==> config.mk <==
export PLATFORM = sky130hd
export DESIGN_NAME = dac_host_flat
export DESIGN_NICKNAME = d
export VERILOG_FILES = /design/src/logic/dac_link_pkg.sv /design/src/logic/dac_link_if.sv /design/src/logic/word_fifo.sv /design/src/logic/dac_host.sv /design/src/flat_wrapper.sv
export SDC_FILE = /design/constraint.sdc
export NUM_CORES = 1
export LEC_CHECK = 0
export BUFFER_PORTS_ARGS = -buffer_cell sky130_fd_sc_hd__buf_2
export CAP_MARGIN = 20
export CORE_ASPECT_RATIO = 0.9
export CORE_MARGIN = 2
export CORE_UTILIZATION = 55
export DETAILED_ROUTE_END_ITERATION = 8
export GPL_TIMING_DRIVEN = 0
export MAX_ROUTING_LAYER = met4
export PLACE_DENSITY = 0.8
export SLEW_MARGIN = 20
export SYNTH_ARGS = -nofsm -noshare
export SYNTH_HDL_FRONTEND = slang
export SYNTH_SLANG_ARGS = --single-unit
export TNS_END_PERCENT = 30
==> constraint.sdc <==
create_clock -name clk_sys -period 4.1 [get_ports clk_sys]
set_input_delay 0.615 -clock clk_sys [delete_from_list [all_inputs] [get_ports clk_sys]]
set_output_delay 0.615 -clock clk_sys [all_outputs]
set_load 0.01 [all_outputs]
==> src/logic/dac_link_pkg.sv <==
/*
  Shared constants for the three-wire converter word link.
  Assumes both ends run on a 10 MHz system clock.
*/
package dac_link_pkg;
  localparam int          FRAME_BITS   = 16;
  localparam int          CODE_BITS    = 14;
  localparam int          SUB_BITS     = 2;
  localparam int          CLK_SYS_NS   = 100;
  localparam int          SCLK_HALF_NS = 400;
  localparam int          HALF_CYCLES  = SCLK_HALF_NS / CLK_SYS_NS;
  localparam int          FIFO_DEPTH   = 16;
  localparam logic [13:0] LATCH_RESET  = 14'h0000;
  localparam logic [1:0]  SUB_ZERO     = 2'h0;
endpackage

==> src/logic/dac_link_if.sv <==
/*
  Three-wire link between the host serial controller and the converter end.
  Assumes the bench joins the host and device modports.
*/
interface dac_link_if;
  logic sel_n;
  logic sclk;
  logic sdata;
  modport host   (output sel_n, output sclk, output sdata);
  modport device (input sel_n, input sclk, input sdata);
endinterface

==> src/logic/word_fifo.sv <==
/*
  Parameterised first-in first-out buffer with valid/ready on both sides.
  Assumes a single clock and synchronous reset.
*/
module word_fifo #(
  parameter int WIDTH = 14,
  parameter int DEPTH = 16
) (
  // Clock and reset.
  input  wire logic             clk_sys,
  input  wire logic             rst,
  // Fill side.
  input  wire logic             in_valid,
  output logic                  in_ready,
  input  wire logic [WIDTH-1:0] in_data,
  // Drain side.
  output logic                  out_valid,
  input  wire logic             out_ready,
  output logic [WIDTH-1:0]      out_data
);
  localparam int AW = $clog2(DEPTH);
  typedef struct packed {
    logic [AW-1:0] wp;
    logic [AW-1:0] rp;
    logic [AW:0]   cnt;
    logic          rdy;
  } fifo_t;
  fifo_t s_q, s_d;
  logic [WIDTH-1:0] mem_q [DEPTH];
  logic push, pop;

  // Ready is held in a register so the refusal seen by the user comes straight from a flip-flop.
  assign in_ready  = s_q.rdy;
  assign out_valid = (s_q.cnt != '0);
  assign out_data  = mem_q[s_q.rp];
  assign push      = in_valid && in_ready;
  assign pop       = out_valid && out_ready;

  always_comb begin
    s_d = s_q;
    if (push) begin
      s_d.wp = s_q.wp + 1'b1;
    end
    if (pop) begin
      s_d.rp = s_q.rp + 1'b1;
    end
    s_d.cnt = s_q.cnt + (AW+1)'(push) - (AW+1)'(pop);
    s_d.rdy = (s_d.cnt != (AW+1)'(DEPTH));
  end

  always_ff @(posedge clk_sys) begin
    if (rst) begin
      s_q     <= '0;
      s_q.rdy <= 1'b1;
    end else begin
      s_q <= s_d;
    end
    if (push) begin
      mem_q[s_q.wp] <= in_data;
    end
  end
endmodule

==> src/logic/dac_host.sv <==
/*
  Host end: buffers 14-bit codes and sends each as one 16-bit frame.
  Assumes the device end samples data on rising shift clock edges.
*/
module dac_host (
  // Clock and reset.
  input  wire logic                            clk_sys,
  input  wire logic                            rst,
  // User side.
  input  wire logic                            code_valid,
  output logic                                 code_ready,
  input  wire logic [dac_link_pkg::CODE_BITS-1:0] code_data,
  output logic                                 busy,
  // Link.
  dac_link_if.host                             link
);
  import dac_link_pkg::*;
  typedef enum {IDLE, SETUP, LOW, HIGH, FINISH} st_t;
  typedef struct packed {
    st_t                   st;
    logic [15:0]           sh;
    logic [4:0]            bits;
    logic [3:0]            div;
    logic                  sel_n;
    logic                  sclk;
    logic                  sdata;
    logic                  busy;
  } host_t;
  host_t s_q, s_d;
  logic                 f_valid, f_ready;
  logic [CODE_BITS-1:0] f_data;

  word_fifo #(.WIDTH(CODE_BITS), .DEPTH(FIFO_DEPTH)) u_fifo (
    .clk_sys   (clk_sys),
    .rst       (rst),
    .in_valid  (code_valid),
    .in_ready  (code_ready),
    .in_data   (code_data),
    .out_valid (f_valid),
    .out_ready (f_ready),
    .out_data  (f_data)
  );

  assign f_ready = (s_q.st == IDLE);

  always_comb begin
    s_d = s_q;
    s_d.div = s_q.div + 4'h1;
    case (s_q.st)
      IDLE: begin
        s_d.sel_n = 1'b1;
        s_d.sclk  = 1'b0;
        s_d.busy  = f_valid;
        if (f_valid) begin
          s_d.sh    = {f_data, SUB_ZERO};
          s_d.bits  = 5'(FRAME_BITS);
          s_d.sel_n = 1'b0;
          s_d.div   = 4'h0;
          s_d.st    = SETUP;
        end
      end
      SETUP, LOW: begin
        s_d.sdata = s_q.sh[15];
        if (s_q.div == 4'(HALF_CYCLES - 1)) begin
          s_d.div  = 4'h0;
          s_d.sclk = 1'b1;
          s_d.sh   = {s_q.sh[14:0], 1'b0};
          s_d.bits = s_q.bits - 5'h1;
          s_d.st   = HIGH;
        end
      end
      HIGH: begin
        if (s_q.div == 4'(HALF_CYCLES - 1)) begin
          s_d.div  = 4'h0;
          s_d.sclk = 1'b0;
          s_d.st   = (s_q.bits == 5'h0) ? FINISH : LOW;
        end
      end
      FINISH: begin
        if (s_q.div == 4'(HALF_CYCLES - 1)) begin
          s_d.sel_n = 1'b1;
          s_d.st    = IDLE;
        end
      end
      default: s_d.st = IDLE;
    endcase
  end

  always_ff @(posedge clk_sys) begin
    if (rst) begin
      s_q       <= '0;
      s_q.st    <= IDLE;
      s_q.sel_n <= 1'b1;
    end else begin
      s_q <= s_d;
    end
  end

  assign link.sel_n = s_q.sel_n;
  assign link.sclk  = s_q.sclk;
  assign link.sdata = s_q.sdata;
  assign busy       = s_q.busy;
endmodule

==> src/flat_wrapper.sv <==
// flat-port wrapper written by rule: the top's interface ports become plain ports
module dac_host_flat import dac_link_pkg::*;
  (clk_sys, rst, code_valid, code_ready, code_data, busy, link_sel_n, link_sclk, link_sdata);
  dac_link_if link_i ();
  input  wire logic clk_sys;
  input  wire logic rst;
  input  wire logic code_valid;
  output logic code_ready;
  input  wire logic [dac_link_pkg::CODE_BITS-1:0] code_data;
  output logic busy;
  output wire logic [$bits(link_i.sel_n)-1:0] link_sel_n;
  output wire logic [$bits(link_i.sclk)-1:0] link_sclk;
  output wire logic [$bits(link_i.sdata)-1:0] link_sdata;
  assign link_sel_n = link_i.sel_n;
  assign link_sclk = link_i.sclk;
  assign link_sdata = link_i.sdata;
  dac_host u_core (.clk_sys(clk_sys), .rst(rst), .code_valid(code_valid), .code_ready(code_ready), .code_data(code_data), .busy(busy), .link(link_i));
endmodule
==> results.sh <==
export IMPL_status="completed"
export IMPL_drtAntennaViolNets=0
export IMPL_avgRoutedWirePerCell_um=23.0
export IMPL_rsz0062_at_grt="false"
export IMPL_irDropWorstVdd_uv=466
export IMPL_cts_inserted_buffers=27
export IMPL_die_h_um=138
export IMPL_synth_edff_count=224
export IMPL_path_delay_family="simple AND/OR/NAND/NOR gates"
export IMPL_netSwitchingPower_w=0.00215
export IMPL_end_kind="register"
export IMPL_crit_buf_inv=1
export IMPL_h_tree_depth=1
export IMPL_crit_arrival_ns=3.63
export IMPL_gr_usage_met1_pct=27.8
export IMPL_nFillCells=1375
export IMPL_post_place_ws_ns=0.850
export IMPL_antenna_found_initial=0
export IMPL_clk_latency_ns=0.55
export IMPL_drtIter0Drc=515
export IMPL_p_seq_share_pct=44.0
export IMPL_met3_usage_pct=3.54
export IMPL_grt_pass1_vias=6002
export IMPL_clkSinkCount=273
export IMPL_grt_max_degree=17
export IMPL_track_usage_pct=21.5
export IMPL_crit_reg2reg_launch="u_core.u_fifo.s_q[4]"
export IMPL_min_path_type="primary input to register"
export IMPL_ys_flop_type="edfxtp_1"
export IMPL_critPathLaunchType="register"
export IMPL_initial_utilization_pct=55.6
export IMPL_ys_seq_area_share_pct=70.0
export IMPL_maxCapViolations=0
export IMPL_power_frac_clock_pct=30.2
export IMPL_cts_setup_buffers=0
export IMPL_cts_hold_buffers=0
export IMPL_worstPathMaxFanout=7
export IMPL_p_leak_nw=3.97
export IMPL_final_nets=697
export IMPL_grt_first_pass_wirelength_um=33700
export IMPL_grt_overflow=0
export IMPL_ys_async_sr_fraction_pct=0
export IMPL_multiInputGateArea_um2=3090
export IMPL_vias_per_cell=6.04
export IMPL_path_class="register to register"
export IMPL_p_int_w=0.00544
export IMPL_max_freq_mhz=311
export IMPL_path_cells="inv_1 > ha_1 > nor4b_4 > nor2_2 > nand2_1 > nand2_1 > ha_1 > fa_1 > a21oi_1 > o21bai_1 > xnor2_1 > or4b_2"
export IMPL_yosys_area_top_type="edfxtp_1"
export IMPL_drtPass1Iterations=7
export IMPL_die_w_um=153
export IMPL_min_from="rst"
export IMPL_coreArea_um2=19800
export IMPL_post_cts_resized=0
export IMPL_n_antenna_cell=0
export IMPL_slowest_delay_ns=0.63
export IMPL_hold_violations=0
export IMPL_relSlewSlack_pct=31.9
export IMPL_pwr_share_comb_pct=25.8
export IMPL_crit_start="u_core.u_fifo.s_q[4]"
export IMPL_fin_worst_skew_ns=0.0200
export IMPL_wl_um=21700
export IMPL_required_ns=4.51
export IMPL_synthCells=613
export IMPL_crit_slowest_cell="or4b_2"
export IMPL_final_layout_size_suffix_gt1_share_pct=28.8
export IMPL_finalSetupTns_ns=0
export IMPL_ys_ff_latch=273
export IMPL_die_area_um2=21200
export IMPL_timing_final_crit_share_pct=78.6
export IMPL_syn_avg_cell_area_um2=18.0
export IMPL_place_port_buffers=20
export IMPL_seq_area_um2=7710
export IMPL_grt_busiest_layer="met2"
export IMPL_slew_viol_final=0
export IMPL_setup_viol=0
export IMPL_via_count=5696
export IMPL_rows=49
export IMPL_power_density_nw_per_um2=614
export IMPL_sw_frac_of_total_pct=28.3
export IMPL_syn2layout_area_growth_pct=12.2
export IMPL_drcViolationCount=0
export IMPL_synth_top_area_share_pct=61.1
export IMPL_ys_types=54
export IMPL_syn_area_um2=11000
export IMPL_place_hpwl_um=13700
export IMPL_cts_reportedPaths_clkPinSlew_ns=0.06
export IMPL_grtUsageMet2_pct=34.8
export IMPL_tritoncts="done"
export IMPL_clockBufferDepth=3
export IMPL_min_period_ns=3.22
export IMPL_ys_warn_count=0
export IMPL_max_slew_worst_pin_slew_ns=1.02
export IMPL_setup_ws_ns=0.879
export IMPL_syn_nets=643
export IMPL_cts_root_buf="clkbuf_16"
export IMPL_netlist_top_cells_area="edfxtp_1 61%, mux4_2 11%, dfxtp_1 8.9%, mux2i_1 1.5%, mux2_2 1.4%"
export IMPL_io_pins=22
export IMPL_place_congestion=0.838
-- synthesized netlist by cell type, types with 2 or more instances --
master / n
a211oi_1: 2
a21o_1: 2
a21oi_1: 12
a311oi_1: 4
a311oi_2: 10
buf_12: 2
buf_2: 11
buf_4: 3
buf_6: 5
buf_8: 2
clkbuf_1: 7
dfxtp_1: 49
edfxtp_1: 224
ha_1: 12
inv_1: 8
mux2_2: 14
mux2i_1: 16
mux4_1: 4
mux4_2: 52
nand2_1: 31
nand2b_1: 2
nand3_1: 7
nand4_1: 4
nor2_1: 40
nor2_2: 6
nor2b_1: 2
nor3_1: 11
nor3b_1: 2
o21ai_0: 16
o21bai_1: 2
or2_1: 14
xnor2_1: 9
xor2_1: 7
-- stage by stage --
stage	instances	utilization (%)	instance area, um2	hold slack (ns)	total power [W]
finish	943	62.4	12400	0.338	0.00759
global placement	888	57.7	11400	0.426	0.00524
CTS	943	62.4	12400	0.329	0.00763
detailed placement	893	58.2	11500	0.457	0.00534
global route	943	62.4	12400	0.342	0.00792
floorplan	613	-	11000	0.418	0.00487
-- registers in the layout, indices dropped and copies added (netlist names), named ones only --
name and flops:
u_core.u_fifo.in_ready 1, u_core.u_fifo.s_q 13, u_core.u_fifo.mem_q 224, u_core.link.sel_n 1, u_core.link.sdata 1, u_core.s_q 27, u_core.busy 1, u_core.link.sclk 1
-- worst paths after layout --
| path | slack (ns) | to | depth (start not counted) |
|---|---|---|---|
| min | 0.34 | u_core.s_q[28] | 2 |
| max | 0.88 | u_core.u_fifo.in_ready | 12 |
| min reg2reg | 0.48 | u_core.busy | 2 |
| max reg2reg | 0.88 | u_core.u_fifo.in_ready | 12 |
-- cells by family after synthesis --
| kind of cell | after synthesis | synth area share (%) |
|---|---|---|
| xor gates and xnor gates | 18 | 1.57 |
| buffers and inverters | 40 | 2.48 |
| AOI/OAI and AO/OA | 51 | 3.79 |
| adders and majority gates | 13 | 1.54 |
| DFF | 273 | 70.0 |
| and+or+nand+nor | 132 | 6.18 |
| muxes | 86 | 14.5 |
-- placed cells by master, fill, tap and decap left out, types with 4 or more instances in the layout --
cell type / count
edfxtp_1: 224
mux4_2: 52
dfxtp_1: 49
nand2_1: 31
buf_2: 31
nor2_1: 28
clkbuf_16: 27
nor2_2: 18
mux2i_1: 16
o21ai_0: 16
clkbuf_1: 14
or2_1: 14
mux2_2: 14
a21oi_1: 12
ha_1: 12
a311oi_2: 10
xnor2_1: 9
inv_1: 8
buf_6: 8
clkinv_2: 8
nor3_1: 7
nand3_1: 7
xor2_1: 7
buf_4: 5
nor3_2: 4
nand4_1: 4
mux4_1: 4
a311oi_1: 4
clkinv_1: 4
-- area by class of cell --
class	instances	area share [%]
inverter	9	0.273
sequential	273	62.4
clock buffer	34	5.68
buffer	31	1.93
clock inverter	16	0.982
multi-input combinational	300	25.0
tap	255	2.58
timing repair buffer	25	1.20
-- per-layer routing --
metal,part of all wire (%),up-vias,routed length [um]
li1,-,2502,-
met1,40,2908,8700
met2,50,224,10900
met3,6.0,62,1300
met4,3.6,0,791
met5,0,-,0
-- power groups by stage --
| stage | clock network (W) | logic [W] | registers (W) |
|---|---|---|---|
| floorplan | 0 | 0.00151 | 0.00336 |
| global placement | 0 | 0.00187 | 0.00337 |
| detailed placement | 0 | 0.00195 | 0.00339 |
| CTS | 0.00232 | 0.00197 | 0.00334 |
| global route | 0.00244 | 0.00212 | 0.00336 |
| finish | 0.00230 | 0.00196 | 0.00334 |
No activity file was read; power rests on OpenSTA's default activity.
